--- config.mk ---
export PLATFORM = sky130hd
export DESIGN_NAME = icap_cpu_if
export DESIGN_NICKNAME = d
export VERILOG_FILES = /design/src/hw/icap_pkg.sv /design/src/hw/icap_bitmap.sv /design/src/hw/icap_cpu_if.sv
export SDC_FILE = /design/constraint.sdc
export NUM_CORES = 1
export LEC_CHECK = 0
export BUFFER_PORTS_ARGS = -buffer_cell sky130_fd_sc_hd__buf_2
export CORE_UTILIZATION = 25
export CTS_CLUSTER_DIAMETER = 30
export DETAILED_ROUTE_END_ITERATION = 7
export HOLD_SLACK_MARGIN = 0.03
export PLACE_DENSITY = 0.48
export SLEW_MARGIN = 20
export SYNTH_ARGS = -nofsm -noshare
export SYNTH_HDL_FRONTEND = slang
export SYNTH_SLANG_ARGS = --single-unit
--- constraint.sdc ---
create_clock -name clk_sys -period 2.21 [get_ports clk_sys]
set_clock_uncertainty 0.1 [all_clocks]
set_input_delay 0.1105 -clock clk_sys [delete_from_list [all_inputs] [get_ports clk_sys]]
set_output_delay 0.1105 -clock clk_sys [all_outputs]
set_load 0.02 [all_outputs]
--- src/hw/icap_pkg.sv ---
// Overview of operation
// Registers reached only by system-register instructions; no memory-mapped path exists.
// Three register classes: physical, virtual, and hypervisor virtual control.
// Virtual class accessible only when executing at Non-secure EL1.
// Hypervisor configuration routing selects physical or virtual register at EL1.
// Group-0 active priorities: 5 priority bits, 32 levels, one bit each.
// Bit n set means an interrupt is active at priority n times eight.
// Active-priorities registers reset to all zeros.
// Group-0 register is one copy shared by Secure and Non-secure states.
// Separate group-1 active-priorities register with the same layout.
// 32-bit and 64-bit views share storage; writes visible through both.
// Bit index is the upper five bits of the 8-bit priority.
package icap_pkg;

    localparam int unsigned PRIO_BITS = 5;
    localparam int unsigned LEVELS = 32;
    localparam int unsigned IDX_LSB = 3;
    localparam logic [31:0] AP_RESET = 32'h0000_0000;

    typedef enum logic [1:0] {
        ICAP_CLS_PHYS,
        ICAP_CLS_VIRT,
        ICAP_CLS_VCTRL
    } icap_class_type;

    typedef enum logic [1:0] {
        ICAP_EL0,
        ICAP_EL1,
        ICAP_EL2,
        ICAP_EL3
    } icap_el_type;

    typedef enum logic {
        ICAP_GRP0,
        ICAP_GRP1
    } icap_grp_type;

    // One system-register access; wide64 marks the 64-bit execution-state view
    typedef struct packed {
        logic valid;
        logic write;
        icap_class_type cls;
        icap_grp_type grp;
        icap_el_type el;
        logic nonsecure;
        logic wide64;
        logic [31:0] wdata;
    } icap_req_type;

    typedef struct packed {
        logic ack;
        logic denied;
        logic [31:0] rdata;
    } icap_rsp_type;

    // Activate/deactivate event from the priority logic
    typedef struct packed {
        logic valid;
        logic activate;
        icap_grp_type grp;
        logic [7:0] prio;
    } icap_evt_type;

endpackage : icap_pkg

--- src/hw/icap_bitmap.sv ---
`timescale 1ns/1ps
`default_nettype none
// One active-priorities bitmap; register write, then event update per bit
module icap_bitmap (
    // Clock and reset
    input wire logic clk_sys,
    input wire logic sys_rst,
    // Register write
    input wire logic wr_en,
    input wire logic [31:0] wr_data,
    // Event
    input wire logic evt_en,
    input wire logic evt_set,
    input wire logic [4:0] evt_idx,
    // State
    output logic [31:0] bits_r
);
    genvar gi;
    generate
        for (gi = 0; gi < icap_pkg::LEVELS; gi++)
        begin : g_lvl
            always_ff @(posedge clk_sys)
            begin
                if (sys_rst)
                    bits_r[gi] <= icap_pkg::AP_RESET[gi];
                else if (evt_en && evt_idx == 5'(gi))
                    bits_r[gi] <= evt_set;
                else if (wr_en)
                    bits_r[gi] <= wr_data[gi];
            end
        end
    endgenerate
endmodule : icap_bitmap
`default_nettype wire

--- src/hw/icap_cpu_if.sv ---
`timescale 1ns/1ps
`default_nettype none
// CPU interface active-priority registers, reached only over the sysreg port
module icap_cpu_if (
    // Clock and reset
    input wire logic clk_sys,
    input wire logic sys_rst,
    // System-register access port, the sole path to the registers
    input wire icap_pkg::icap_req_type req,
    output icap_pkg::icap_rsp_type rsp,
    // Hypervisor configuration routing bits
    input wire logic hcr_route_fiq,
    input wire logic hcr_route_irq,
    // Activation events
    input wire icap_pkg::icap_evt_type phys_evt,
    input wire icap_pkg::icap_evt_type virt_evt,
    // State
    output logic [31:0] phys_ap0,
    output logic [31:0] phys_ap1,
    output logic [31:0] virt_ap0,
    output logic [31:0] virt_ap1
);
    logic at_ns_el1;
    logic routed_virt;
    logic virt_ok;
    icap_pkg::icap_class_type eff_cls;
    logic allowed;
    logic [3:0] wr_sel;
    logic [3:0] ev_sel;
    logic [4:0] pidx;
    logic [4:0] vidx;
    logic [31:0] rd_mux;
    icap_pkg::icap_rsp_type rsp_r;
    logic [31:0] store [4];

    assign at_ns_el1 = req.nonsecure && req.el == icap_pkg::ICAP_EL1;
    // Group 0 rides the FIQ route, group 1 the IRQ route
    assign routed_virt = (req.grp == icap_pkg::ICAP_GRP0) ? hcr_route_fiq : hcr_route_irq;

    always_comb
    begin
        eff_cls = req.cls;
        if (req.cls == icap_pkg::ICAP_CLS_PHYS && at_ns_el1 && routed_virt)
            eff_cls = icap_pkg::ICAP_CLS_VIRT;
    end

    assign virt_ok = at_ns_el1;
    always_comb
    begin
        if (eff_cls == icap_pkg::ICAP_CLS_VIRT)
            allowed = virt_ok;
        else if (eff_cls == icap_pkg::ICAP_CLS_VCTRL)
            allowed = req.el == icap_pkg::ICAP_EL2 || req.el == icap_pkg::ICAP_EL3;
        else
            allowed = req.el != icap_pkg::ICAP_EL0;
    end

    // Slot 0/1 physical, 2/3 virtual; control class aliases the virtual slots
    always_comb
    begin
        wr_sel = 4'h0;
        if (req.valid && req.write && allowed)
        begin
            if (eff_cls == icap_pkg::ICAP_CLS_PHYS)
                wr_sel[{1'b0, req.grp}] = 1'b1;
            else
                wr_sel[{1'b1, req.grp}] = 1'b1;
        end
    end

    assign pidx = phys_evt.prio[7:icap_pkg::IDX_LSB];
    assign vidx = virt_evt.prio[7:icap_pkg::IDX_LSB];
    assign ev_sel = {virt_evt.valid && virt_evt.grp == icap_pkg::ICAP_GRP1,
                     virt_evt.valid && virt_evt.grp == icap_pkg::ICAP_GRP0,
                     phys_evt.valid && phys_evt.grp == icap_pkg::ICAP_GRP1,
                     phys_evt.valid && phys_evt.grp == icap_pkg::ICAP_GRP0};

    genvar gi;
    generate
        for (gi = 0; gi < 4; gi++)
        begin : g_reg
            // Both execution-state views address the same storage
            icap_bitmap u_bm (
                .clk_sys(clk_sys),
                .sys_rst(sys_rst),
                .wr_en(wr_sel[gi]),
                .wr_data(req.wdata),
                .evt_en(ev_sel[gi]),
                .evt_set(gi < 2 ? phys_evt.activate : virt_evt.activate),
                .evt_idx(gi < 2 ? pidx : vidx),
                .bits_r(store[gi])
            );
        end
    endgenerate

    assign phys_ap0 = store[0];
    assign phys_ap1 = store[1];
    assign virt_ap0 = store[2];
    assign virt_ap1 = store[3];

    always_comb
    begin
        if (eff_cls == icap_pkg::ICAP_CLS_PHYS)
            rd_mux = store[{1'b0, req.grp}];
        else
            rd_mux = store[{1'b1, req.grp}];
    end

    // Denied accesses read zero and do not write; trap signalling is upstream
    always_ff @(posedge clk_sys)
    begin
        if (sys_rst)
            rsp_r <= '0;
        else
        begin
            rsp_r.ack <= req.valid;
            rsp_r.denied <= req.valid && !allowed;
            rsp_r.rdata <= (req.valid && !req.write && allowed) ? rd_mux : 32'h0000_0000;
        end
    end
    assign rsp = rsp_r;

    // Class gating
    a_virt_gate: assert property (@(posedge clk_sys) disable iff (sys_rst)
        req.valid && req.cls == icap_pkg::ICAP_CLS_VIRT && !at_ns_el1 |=> rsp.denied && rsp.rdata == 32'h0)
        else $error("virtual access outside NS EL1 not denied");
    a_ctrl_gate: assert property (@(posedge clk_sys) disable iff (sys_rst)
        req.valid && req.cls == icap_pkg::ICAP_CLS_VCTRL && !req.el[1] |=> rsp.denied && rsp.rdata == 32'h0)
        else $error("control class reached below EL2");
    a_el0_refused: assert property (@(posedge clk_sys) disable iff (sys_rst)
        req.valid && req.el == icap_pkg::ICAP_EL0 |=> rsp.denied)
        else $error("EL0 access not denied");
    a_denied_hold: assert property (@(posedge clk_sys) disable iff (sys_rst)
        req.valid && req.write && !allowed && !phys_evt.valid && !virt_evt.valid
        |=> $stable(phys_ap0) && $stable(phys_ap1) && $stable(virt_ap0) && $stable(virt_ap1))
        else $error("denied write changed a bitmap");

    // Routing: each group follows its own route bit, and only at NS EL1
    a_route_virt: assert property (@(posedge clk_sys) disable iff (sys_rst)
        req.valid && req.write && req.cls == icap_pkg::ICAP_CLS_PHYS && at_ns_el1
        && req.grp == icap_pkg::ICAP_GRP0 && hcr_route_fiq && !phys_evt.valid && !virt_evt.valid
        |=> virt_ap0 == $past(req.wdata) && $stable(phys_ap0))
        else $error("routed write did not reach virtual copy");
    a_route_irq: assert property (@(posedge clk_sys) disable iff (sys_rst)
        req.valid && req.write && req.cls == icap_pkg::ICAP_CLS_PHYS && at_ns_el1
        && req.grp == icap_pkg::ICAP_GRP1 && hcr_route_irq && !phys_evt.valid && !virt_evt.valid
        |=> virt_ap1 == $past(req.wdata) && $stable(phys_ap1))
        else $error("routed group 1 write did not reach virtual copy");
    a_route_clear: assert property (@(posedge clk_sys) disable iff (sys_rst)
        req.valid && req.write && req.cls == icap_pkg::ICAP_CLS_PHYS && at_ns_el1
        && req.grp == icap_pkg::ICAP_GRP0 && !hcr_route_fiq && !phys_evt.valid
        |=> phys_ap0 == $past(req.wdata))
        else $error("unrouted write did not reach physical copy");
    a_phys_keeps_virt: assert property (@(posedge clk_sys) disable iff (sys_rst)
        req.valid && req.write && req.cls == icap_pkg::ICAP_CLS_PHYS && !at_ns_el1 && !virt_evt.valid
        |=> $stable(virt_ap0) && $stable(virt_ap1))
        else $error("physical write outside NS EL1 changed virtual state");
    a_virt_write: assert property (@(posedge clk_sys) disable iff (sys_rst)
        req.valid && req.write && req.cls == icap_pkg::ICAP_CLS_VIRT && at_ns_el1
        && req.grp == icap_pkg::ICAP_GRP0 && !virt_evt.valid
        |=> virt_ap0 == $past(req.wdata))
        else $error("virtual write lost");

    // Storage and views
    a_phys_write: assert property (@(posedge clk_sys) disable iff (sys_rst)
        req.valid && req.write && req.cls == icap_pkg::ICAP_CLS_PHYS && req.el == icap_pkg::ICAP_EL3
        && req.grp == icap_pkg::ICAP_GRP1 && !phys_evt.valid |=> phys_ap1 == $past(req.wdata))
        else $error("group 1 write lost");
    a_shared_views: assert property (@(posedge clk_sys) disable iff (sys_rst)
        req.valid && req.write && allowed && req.wide64 && eff_cls == icap_pkg::ICAP_CLS_PHYS
        && req.grp == icap_pkg::ICAP_GRP0 && !phys_evt.valid
        ##1 req.valid && !req.write && !req.wide64 && allowed && eff_cls == icap_pkg::ICAP_CLS_PHYS
        && req.grp == icap_pkg::ICAP_GRP0 && !phys_evt.valid
        |=> rsp.rdata == $past(req.wdata, 2))
        else $error("32-bit view does not see 64-bit write");
    a_single_copy: assert property (@(posedge clk_sys) disable iff (sys_rst)
        req.valid && req.write && req.cls == icap_pkg::ICAP_CLS_PHYS && req.grp == icap_pkg::ICAP_GRP0
        && req.el == icap_pkg::ICAP_EL3 && !phys_evt.valid |=> phys_ap0 == $past(req.wdata))
        else $error("secure write not in shared group 0 copy");
    a_ns_shared: assert property (@(posedge clk_sys) disable iff (sys_rst)
        req.valid && req.write && req.cls == icap_pkg::ICAP_CLS_PHYS && req.grp == icap_pkg::ICAP_GRP0
        && req.nonsecure && req.el == icap_pkg::ICAP_EL2 && !phys_evt.valid |=> phys_ap0 == $past(req.wdata))
        else $error("non-secure write not in shared group 0 copy");
    a_read_data: assert property (@(posedge clk_sys) disable iff (sys_rst)
        req.valid && !req.write && req.cls == icap_pkg::ICAP_CLS_PHYS && req.el == icap_pkg::ICAP_EL3
        && req.grp == icap_pkg::ICAP_GRP0 |=> rsp.rdata == $past(phys_ap0))
        else $error("read data differs from group 0 state");
    a_write_rdata: assert property (@(posedge clk_sys) disable iff (sys_rst)
        req.valid && req.write |=> rsp.rdata == 32'h0)
        else $error("write returned read data");

    // Events; the low three priority bits must not move the level
    a_evt_bit: assert property (@(posedge clk_sys) disable iff (sys_rst)
        phys_evt.valid && phys_evt.activate && phys_evt.grp == icap_pkg::ICAP_GRP0
        |=> phys_ap0[$past(phys_evt.prio[7:3])])
        else $error("activation did not set bit prio/8");
    a_evt_one_bit: assert property (@(posedge clk_sys) disable iff (sys_rst)
        phys_evt.valid && phys_evt.grp == icap_pkg::ICAP_GRP0 && !(req.valid && req.write)
        |=> ((phys_ap0 ^ $past(phys_ap0)) & ~(32'h0000_0001 << $past(phys_evt.prio[7:3]))) == 32'h0)
        else $error("event touched other priority levels");
    a_virt_evt: assert property (@(posedge clk_sys) disable iff (sys_rst)
        virt_evt.valid && virt_evt.activate && virt_evt.grp == icap_pkg::ICAP_GRP1
        |=> virt_ap1[$past(virt_evt.prio[7:3])])
        else $error("virtual activation did not set its bit");
    a_evt_clear: assert property (@(posedge clk_sys) disable iff (sys_rst)
        phys_evt.valid && !phys_evt.activate && phys_evt.grp == icap_pkg::ICAP_GRP1
        |=> !phys_ap1[$past(phys_evt.prio[7:3])])
        else $error("deactivation did not clear bit");
    a_low_bits: assert property (@(posedge clk_sys) disable iff (sys_rst)
        phys_evt.valid && phys_evt.activate && phys_evt.grp == icap_pkg::ICAP_GRP0
        && phys_evt.prio == 8'h07 |=> phys_ap0[0])
        else $error("low priority bits moved the level");
    a_bit_width: assert property (@(posedge clk_sys) disable iff (sys_rst)
        phys_evt.valid && phys_evt.activate && phys_evt.grp == icap_pkg::ICAP_GRP0
        && phys_evt.prio == 8'hf8 |=> phys_ap0[31])
        else $error("top level not in bit 31");

    // Reset and response
    a_reset_zero: assert property (@(posedge clk_sys)
        $past(sys_rst) |-> phys_ap0 == 32'h0 && phys_ap1 == 32'h0 && virt_ap0 == 32'h0)
        else $error("active priorities not zero after reset");
    a_reset_rsp: assert property (@(posedge clk_sys)
        $past(sys_rst) |-> rsp == '0 && virt_ap1 == 32'h0)
        else $error("response or virtual group 1 not clear after reset");
    a_ack_pulse: assert property (@(posedge clk_sys) disable iff (sys_rst)
        !req.valid |=> !rsp.ack)
        else $error("spurious ack");
    a_ack_follow: assert property (@(posedge clk_sys) disable iff (sys_rst)
        req.valid |=> rsp.ack)
        else $error("access not acknowledged");
    a_ctrl_alias: assert property (@(posedge clk_sys) disable iff (sys_rst)
        req.valid && req.write && req.cls == icap_pkg::ICAP_CLS_VCTRL && req.el == icap_pkg::ICAP_EL2
        && req.grp == icap_pkg::ICAP_GRP1 && !virt_evt.valid |=> virt_ap1 == $past(req.wdata))
        else $error("control class write missed virtual state");

    c_virt_write: cover property (@(posedge clk_sys) req.valid && req.write && eff_cls == icap_pkg::ICAP_CLS_VIRT && allowed);
    c_denied: cover property (@(posedge clk_sys) req.valid && !allowed);
    c_activate: cover property (@(posedge clk_sys) phys_evt.valid && phys_evt.activate ##1 phys_evt.valid && !phys_evt.activate);
    c_routed_write: cover property (@(posedge clk_sys) req.valid && req.write && req.cls == icap_pkg::ICAP_CLS_PHYS
        && eff_cls == icap_pkg::ICAP_CLS_VIRT);
    c_shared_read: cover property (@(posedge clk_sys) req.valid && req.write && req.wide64
        ##1 req.valid && !req.write && !req.wide64);
endmodule : icap_cpu_if
`default_nettype wire

# == Yosys cells after proc, flatten, opt, wreduce, memory -nomap -nowiden ==
# Cells that the tools add are included.
# op_classes
mux,273
n_eq_ne,67
n_reduce_logical,279
order_cmp,6
n_bitwise,5
# ops
op,count
2-to-1 mux 1 bit,261
nonzero test 2 bit,129
== test 5 bit (second input constant),32
2-to-1 mux 32 bit,5
logical AND 1 bit,142
binary-select mux 32 bit (select 2 bit),2
== test 5 x 4 -> 1 bit (second input constant),16
== test 5 x 3 -> 1 bit (second input constant),8
== test 5 x 2 -> 1 bit (second input constant),4
== test 5 x 1 -> 1 bit (second input constant),2
zero test 5 bit,2
2-to-1 mux 4 bit,2
== test 2 bit (second input constant),3
greater-or-equal comparator 3 bit (second input constant),2
== test 2 x 1 -> 1 bit (second input constant),2
zero test 2 bit,2
less-than comparator 1 x 3 -> 1 bit (second input constant),1
less-than comparator 2 x 3 -> 1 bit (second input constant),1
NOT 1 bit,3
NOT 1 -> 3 bit,1
NOT 2 -> 3 bit,1
demux 1 bit (select 1 bit),2
greater-or-equal comparator 2 x 1 -> 1 bit (second input constant),1
zero test 1 bit,2
4 further kinds,4
# word_totals
out_inout_bits,162
word_cells,761
reg_bits,162
input_bits,67

# == Logic depth before layout (Yosys ltp) ==
# Gate-level depths: netlist (run 1).
# depth
ltp_word,12
mapped_depth,8
depth_no_buf,4

# == Cells and area by module ==
# From an unflattened synthesis (run 1), not the netlist that was laid out.
# unflattened
hier_cells,973
area_unflattened_um2,9022.4
# modules_own_cells
module,seq_area_each_um2,cells_per_inst,area_per_inst_um2,n_inst
icap_bitmap,640.6,192,1764.2,4
icap_cpu_if,680.7,205,1965.6,1

# == Worst setup path after synthesis (run 1) ==
# Ideal clock, no wire load.
# synth_timing
path_kind,input -> register
startpoint,in req[37] (netlist bit)
endpoint,reg g_reg[2].u_bm.bits_r[22]
setup_time_ns,0.136
t_arrival_ns,1.652
stages,8
slack_ns,0.322
cell_sequence,buf_6 > nor3b_1 > or4_4 > buf_6 > buf_6 > buf_2 > o311ai_0 > nand3_1
# synth_between
elab_chain_len,10
word_cells_on_any_way,13
# synth_rtl
element,line_no,text
start: declaration,icap_cpu_if.sv:9,"input wire icap_pkg::icap_req_type req,"
zero test 2 bit,icap_cpu_if.sv:43,if (req.cls == icap_pkg::ICAP_CLS_PHYS && at_ns_el1 && routed_virt)
logical AND 1 bit (2 in a row),icap_cpu_if.sv:43,
2-to-1 mux 2 bit *,icap_cpu_if.sv:43,
== test 2 bit,icap_cpu_if.sv:52,else if (eff_cls == icap_pkg::ICAP_CLS_VCTRL)
2-to-1 mux 1 bit,icap_cpu_if.sv:52,
2-to-1 mux 1 bit,icap_cpu_if.sv:50,if (eff_cls == icap_pkg::ICAP_CLS_VIRT)
logical AND 1 bit,icap_cpu_if.sv:62,if (req.valid && req.write && allowed)
2-to-1 mux 4 bit *,icap_cpu_if.sv:62,
nonzero test 2 bit (no source line) *,--,
end signal: indexed assignment,icap_bitmap.sv:25,bits_r[gi] <= icap_pkg::AP_RESET[gi];
end signal: indexed assignment,icap_bitmap.sv:27,bits_r[gi] <= evt_set;
end signal: indexed assignment,icap_bitmap.sv:29,bits_r[gi] <= wr_data[gi];
end: declaration,icap_bitmap.sv:16,output logic [31:0] bits_r
# Every way passes the cells marked *; elsewhere a longest branch is shown, timed or not.
# A chain may end at the register's enable or synchronous reset.

# == Worst setup path in the final report (run 1) ==
# layout_timing
startpoint,in req[34] (netlist bit)
endpoint,reg g_reg[0].u_bm.bits_r[0]
# layout_between
elab_chain_len,11
word_cells_on_any_way,18
# layout_rtl
element,line_no,text
== test 2 x 1 -> 1 bit,icap_cpu_if.sv:36,assign at_ns_el1 = req.nonsecure && req.el == icap_pkg::ICAP_EL1;
logical AND 1 bit,icap_cpu_if.sv:36,
logical AND 1 bit (2 in a row),icap_cpu_if.sv:43,
2-to-1 mux 2 bit,icap_cpu_if.sv:43,
== test 2 bit,icap_cpu_if.sv:52,
2-to-1 mux 1 bit,icap_cpu_if.sv:52,
2-to-1 mux 1 bit,icap_cpu_if.sv:50,
logical AND 1 bit,icap_cpu_if.sv:62,
2-to-1 mux 4 bit *,icap_cpu_if.sv:62,
nonzero test 2 bit (no source line) *,--,
end signal: indexed assignment,icap_bitmap.sv:25,
end signal: indexed assignment,icap_bitmap.sv:27,
end signal: indexed assignment,icap_bitmap.sv:29,
end: declaration,icap_bitmap.sv:16,
# Marks and branches as above.

==> flow_summary.toml, run 1 <==
[placement]
io_buffers = 221
globalplace.congestion = 0.884
post-place-ws_ps = 261
dpl.hpwl_mm = 32.8

[logic_synthesis]
ys_ff_latch = 162
syn_nets = 1333
synth_edf_count = 0
yosysUniqueCellTypes = 43
syn_avg_cell_area_um2 = 7.62
seq_area_frac_synth_pct = 33.6
synth_ff_type = "dfxtp_1"
synth_warnings = 0
netlist_instances = 1266
synth.cell_area_mm2 = 0.00965
synthArstFlopShare_pct = 0

[critical_path]
path_buf_inv = 3
cp_data_arrival_time_ps = 2350
cpPeakStageDelay_ps = 530
timing.rr.start = "g_reg[3].u_bm.bits_r[31]$_SDFFE_PP0P_"
cp_top_family = "buffers and inverters"
r2r_setup_slack_ps = 880
crit_chain = "dlygate4sd3_1 -> buf_2 -> and3b_1 -> a2111oi_4 -> buf_12 -> nand3_1 -> a311oi_1"
startpoint = "req[34]"
cp_max_fo = 64
crit_required_ps = 2450
cpMaxStageDelayCell = "dlygate4sd3_1"
worstSetupPathType = "input pin to flop"
endpoint_kind = "flop"
cp-start-kind = "input pin"

[timing]
max_slew_margin_pct = 51.2
slew_viol_final = 0
tns_ps = 0
setup_slack_ps = 94.8
timing.hold.ws_ps = 92.1
max_slew.worst_pin.slew_ps = 729
finalCritPeriodShare_pct = 95.7
setup_violations = 0
rsz0062_at_grt = "no"
fin_crit_ps = 2120
clock.fmax_mhz = 473
hold_viol_final = 0

[clock_network]
cts_resized = 0
cts_tree = "built"
cts.sinks = 162
clk_latency_ps = 440
root_buffer = "clkbuf_16"
clk_pin_slew_worst_paths_ps = 70
clk_path_buf_depth = 2
cts_buffers = 17
htree_num_levels = 4

[detailed_routing]
drt_first_pass_iters = 8
vias = 11300
ant_nets = 0
drc = 2
routed_via_density = 5.71
routed_wl_mm = 47.7
wire_per_inst_um = 24.0
drt_iter0_markers = 1427

[final_layout]
drive_gt1_share_pct = 25.7
fillers = 4049
multi_input_area_mm2 = 0.00568
seqCellArea_mm2 = 0.00324
syn_to_final_growth_pct = 29.5
post-route-util_pct = 33.0
fin_nets = 1527

[die]
fp-row-count = 71
initial_core_util_pct = 25.5
die_y_um = 199
core_mm2 = 0.0378
design.die.area_mm2 = 0.0394
chipWidth_um = 199
ioPinCount = 229

[global_routing]
grt_use_total_pct = 23.7
grt_pass1_vias = 10700
grt_max_degree = 83
grt-ovfl-total = 0
grt_pass1_wl_mm = 70.3
antenna_found_initial = 1

[min_path]
hp-class = "input pin to flop"
min-delay-start = "phys_evt[4]"

[status]
outcome = "complete, but fails checks"
violations = "DRC"

[flow_run]
maxCapViolCount = 0

[power_and_ir_drop]
power.leakage_nw = 5.12
power_density_mw_per_mm2 = 587
ir_worst_vdd_mv = 0.517
-- layout by cell type, fill, tap and decap left out, types with 32 or more instances in the layout --
| cell type | n |
|---|---|
| buf_2 | 219 |
| dfxtp_1 | 162 |
| nand2_1 | 134 |
| nand3_1 | 128 |
| buf_4 | 70 |
| a21oi_1 | 66 |
| o21ai_0 | 66 |
| nand4_1 | 65 |
| a211oi_1 | 64 |
| nor2_1 | 61 |
| o311ai_0 | 50 |
| a31oi_1 | 50 |
| a21o_1 | 46 |
| dlygate4sd3_1 | 36 |
| inv_1 | 35 |
| mux2_2 | 33 |
| a222oi_1 | 32 |
-- power breakdown --
group	total (mW)	internal, mW	switching (mW)
Clock	3.14	1.70	1.44
Sequential	3.01	2.97	0.0481
Combinational	1.18	0.381	0.801
Total	7.34	5.05	2.29
-- metal layers --
| metal | vias up | GRT usage (%) | routed length (um) |
|---|---|---|---|
| li1 | 5236 | - | - |
| met1 | 5493 | 32.9 | 21200 |
| met2 | 555 | 36.6 | 21300 |
| met3 | 42 | 5.51 | 4300 |
| met4 | 0 | 6.04 | 841 |
| met5 | - | 0 | 0 |
-- cell families (layout without fill, tap and decap cells) --
family                 after synthesis  after routing  synth area share (%)
multiplexers                        33             33                  3.85
buffers and inverters              197            404                  8.20
AND/OR/NAND/NOR                    462            462                  23.9
other                                0              1                     0
flip-flops                         162            162                  33.6
AO/OA/AOI/OAI                      412            412                  30.4
-- what timing repair did --
action                                 4_1_cts  5_1_grt
endpoints found under the hold margin       73        0
buffers inserted                             0        0
hold buffers                                36        0
-- path summary, 6_finish.rpt --
path	to	cells past startpoint
worst min register to register	g_reg[2].u_bm.bits_r[5]$_SDFFE_PP0P_	2
worst min-delay path	g_reg[0].u_bm.bits_r[9]$_SDFFE_PP0P_	4
worst max-delay path	g_reg[0].u_bm.bits_r[0]$_SDFFE_PP0P_	7
worst max register to register	rsp[31]$_SDFF_PP0_	4
-- state kept, by name, indices dropped and copies added, names as in the netlist --
register and flops:
g.u_bm.bits_r 128, rsp 34
-- worst reg2reg max path: stages, from the launching register on --
cell and delay (ps):
dfxtp_1 360, mux2_2 330, a222oi_1 220, buf_4 160, nor2_1 30
-- layout make-up --
type	count	area share, %
multi-input combinational	907	45.5
sequential	162	25.9
timing repair buffer	336	17.6
tap	511	5.11
clock buffer	17	3.40
clock inverter	15	1.36
inverter	36	1.08
antenna	1	0.0200
-- synthesized netlist by cell type, drive strengths merged, types with 46 or more instances --
| cell | instances | share of area, % |
|---|---|---|
| a211oi | 65 | 5.1 |
| a21o | 46 | 3.6 |
| a21oi | 66 | 3.4 |
| a31oi | 50 | 3.2 |
| clkbuf | 129 | 5.0 |
| dfxtp | 162 | 34 |
| nand2 | 134 | 5.2 |
| nand3 | 128 | 6.6 |
| nand4 | 65 | 4.2 |
| nor2 | 61 | 2.4 |
| o21ai | 66 | 3.4 |
| o311ai | 64 | 5.8 |
-- metrics by stage --
stage,instance area [um^2],power [mW],cells
5_1_grt,12500,7.56,1984
2_1_floorplan,9650,3.70,1266
4_1_cts,12500,7.34,1984
3_5_place_dp,11500,4.18,1916
3_3_place_gp,11500,4.18,1916
6_report,12500,7.34,1985
No activity file was read; power rests on OpenSTA's default activity.
==> run 2, diff against run 1 <==
HOLD_SLACK_MARGIN = 0.1   (was 0.03)
==> run 2 against run 1 <==
  * The run still ends with DRC left
  * Routed wire length hardly changed
  * Critical path depth unchanged
  * Critical path type unchanged
  * Utilization increased by 0.053 points
  * Combinational power about the same
  * Fmax rose by 0.60%
  * First-iteration DRC count down 9.6%
==> flow_summary.toml, run 2 (synthesis gave the netlist of run 1 again) <==
[status]
outcome = "complete, but fails checks"
violations = "DRC"

[critical_path]
crit_required_ps = 2450
worstSetupPathType = "input pin to flop"
cp_max_fo = 64
cpMaxStageDelayCell = "dlygate4sd3_1"
cpPeakStageDelay_ps = 530
endpoint_kind = "flop"
cp-start-kind = "input pin"
cp_data_arrival_time_ps = 2340
crit_chain = "dlygate4sd3_1 -> buf_2 -> and3b_1 -> a2111oi_4 -> buf_12 -> nand3_1 -> a311oi_1"
path_buf_inv = 3
cp_top_family = "buffers and inverters"

[die]
chipWidth_um = 199
core_mm2 = 0.0378
fp-row-count = 71
ioPinCount = 229
initial_core_util_pct = 25.5
die_y_um = 199
design.die.area_mm2 = 0.0394

[detailed_routing]
drt_iter0_markers = 1290
vias = 11400
routed_wl_mm = 47.7
wire_per_inst_um = 24.0
drt_first_pass_iters = 8
routed_via_density = 5.74
drc = 4
ant_nets = 0

[global_routing]
grt_pass1_wl_mm = 70.2
grt_max_degree = 83
grt_use_total_pct = 23.7
grt_pass1_vias = 10600
antenna_found_initial = 1
grt-ovfl-total = 0

[final_layout]
fin_nets = 1529
instances_no_fill = 1987
top_register = "g.u_bm.bits_r"
layout_commonest_cell = "buf_2"
post-route-util_pct = 33.1
most-common-layout-cells = "219 x buf_2, 162 x dfxtp_1, 134 x nand2_1, 128 x nand3_1, 70 x buf_4"
largest_register_ffs = 128
drive_gt1_share_pct = 25.7
syn_to_final_growth_pct = 29.7

[clock_network]
cts.sinks = 162
htree_num_levels = 4
cts_setup_buffers = 0
clk_latency_ps = 430
ctsHoldBuffers = 38
clk_pin_slew_worst_paths_ps = 70
cts_resized = 0
cts_buffers = 17
cts_tree = "built"
clk_path_buf_depth = 2
root_buffer = "clkbuf_16"

[placement]
io_buffers = 221
dp_cells = 1916
globalplace.congestion = 0.884
dpl.hpwl_mm = 32.8

[power_and_ir_drop]
power_density_mw_per_mm2 = 585
power.leakage_nw = 5.13
ir_worst_vdd_mv = 0.513

[timing]
max_slew.worst_pin.slew_ps = 722
finalCritPeriodShare_pct = 95.1
setup_violations = 0
slew_viol_final = 0
hold_viol_final = 0
tns_ps = 0
timing.hold.ws_ps = 141
rsz0062_at_grt = "no"
clock.fmax_mhz = 476
max_slew_margin_pct = 51.7
fin_crit_ps = 2100

[min_path]
hp-class = "input pin to flop"

[flow_run]
maxCapViolCount = 0
==> run 2: cell types whose count changed in the layout (fill, tap and decap cells not counted) <==
cell,previous run,this run
dlygate4sd3_1,36,38
==> run 2: area by class of cell <==
type / count / area [um^2]
antenna: 1 / 2.50
clock buffer: 17 / 425
clock inverter: 15 / 170
fill: 4049 / 25300
inverter: 36 / 135
multi-input combinational: 907 / 5680
sequential: 162 / 3240
tap: 511 / 639
timing repair buffer: 338 / 2220
==> run 2: worst paths after layout <==
path                                                             from                                    end  slack (ps)  depth (start not counted)
worst max register to register  g_reg[3].u_bm.bits_r[31]$_SDFFE_PP0P_                     rsp[31]$_SDFF_PP0_         900                          4
worst min-delay path                                      phys_evt[3]  g_reg[1].u_bm.bits_r[12]$_SDFFE_PP0P_         140                          5
worst max-delay path                                          req[34]   g_reg[0].u_bm.bits_r[0]$_SDFFE_PP0P_         110                          7
worst min register to register   g_reg[2].u_bm.bits_r[5]$_SDFFE_PP0P_   g_reg[2].u_bm.bits_r[5]$_SDFFE_PP0P_         400                          2
==> run 2: metrics by stage <==
| step | instance area (um^2) | setup WS [ps] | power, mW |
|---|---|---|---|
| 2_1_floorplan | 9650 | 322 | 3.70 |
| 3_3_place_gp | 11500 | 275 | 4.18 |
| 3_5_place_dp | 11500 | 261 | 4.18 |
| 4_1_cts | 12500 | 154 | 7.35 |
| 5_1_grt | 12500 | 28.6 | 7.57 |
| 6_report | 12500 | 107 | 7.33 |
==> run 2: tightest hold or removal path, cell delays in order <==
cell	delay, ps
buf_2	150
nor3_1	70
buf_4	170
nand2_1	70
a31oi_1	60
==> run 2: power by group <==
part / switching [mW] / internal (mW) / leakage, nW / total (mW)
registers: 0.0479 / 2.97 / 1.31 / 3.01
logic: 0.801 / 0.383 / 3.54 / 1.18
clock network: 1.43 / 1.70 / 0.282 / 3.13
==> run 2: routing by layer <==
| metal | wire length (um) | vias to the layer above | global-route usage, % |
|---|---|---|---|
| li1 | - | 5235 | - |
| met4 | 882 | 0 | 6.04 |
| met5 | 0 | - | 0 |
| met1 | 21000 | 5575 | 33.0 |
| met3 | 4370 | 43 | 5.49 |
| met2 | 21500 | 560 | 36.5 |
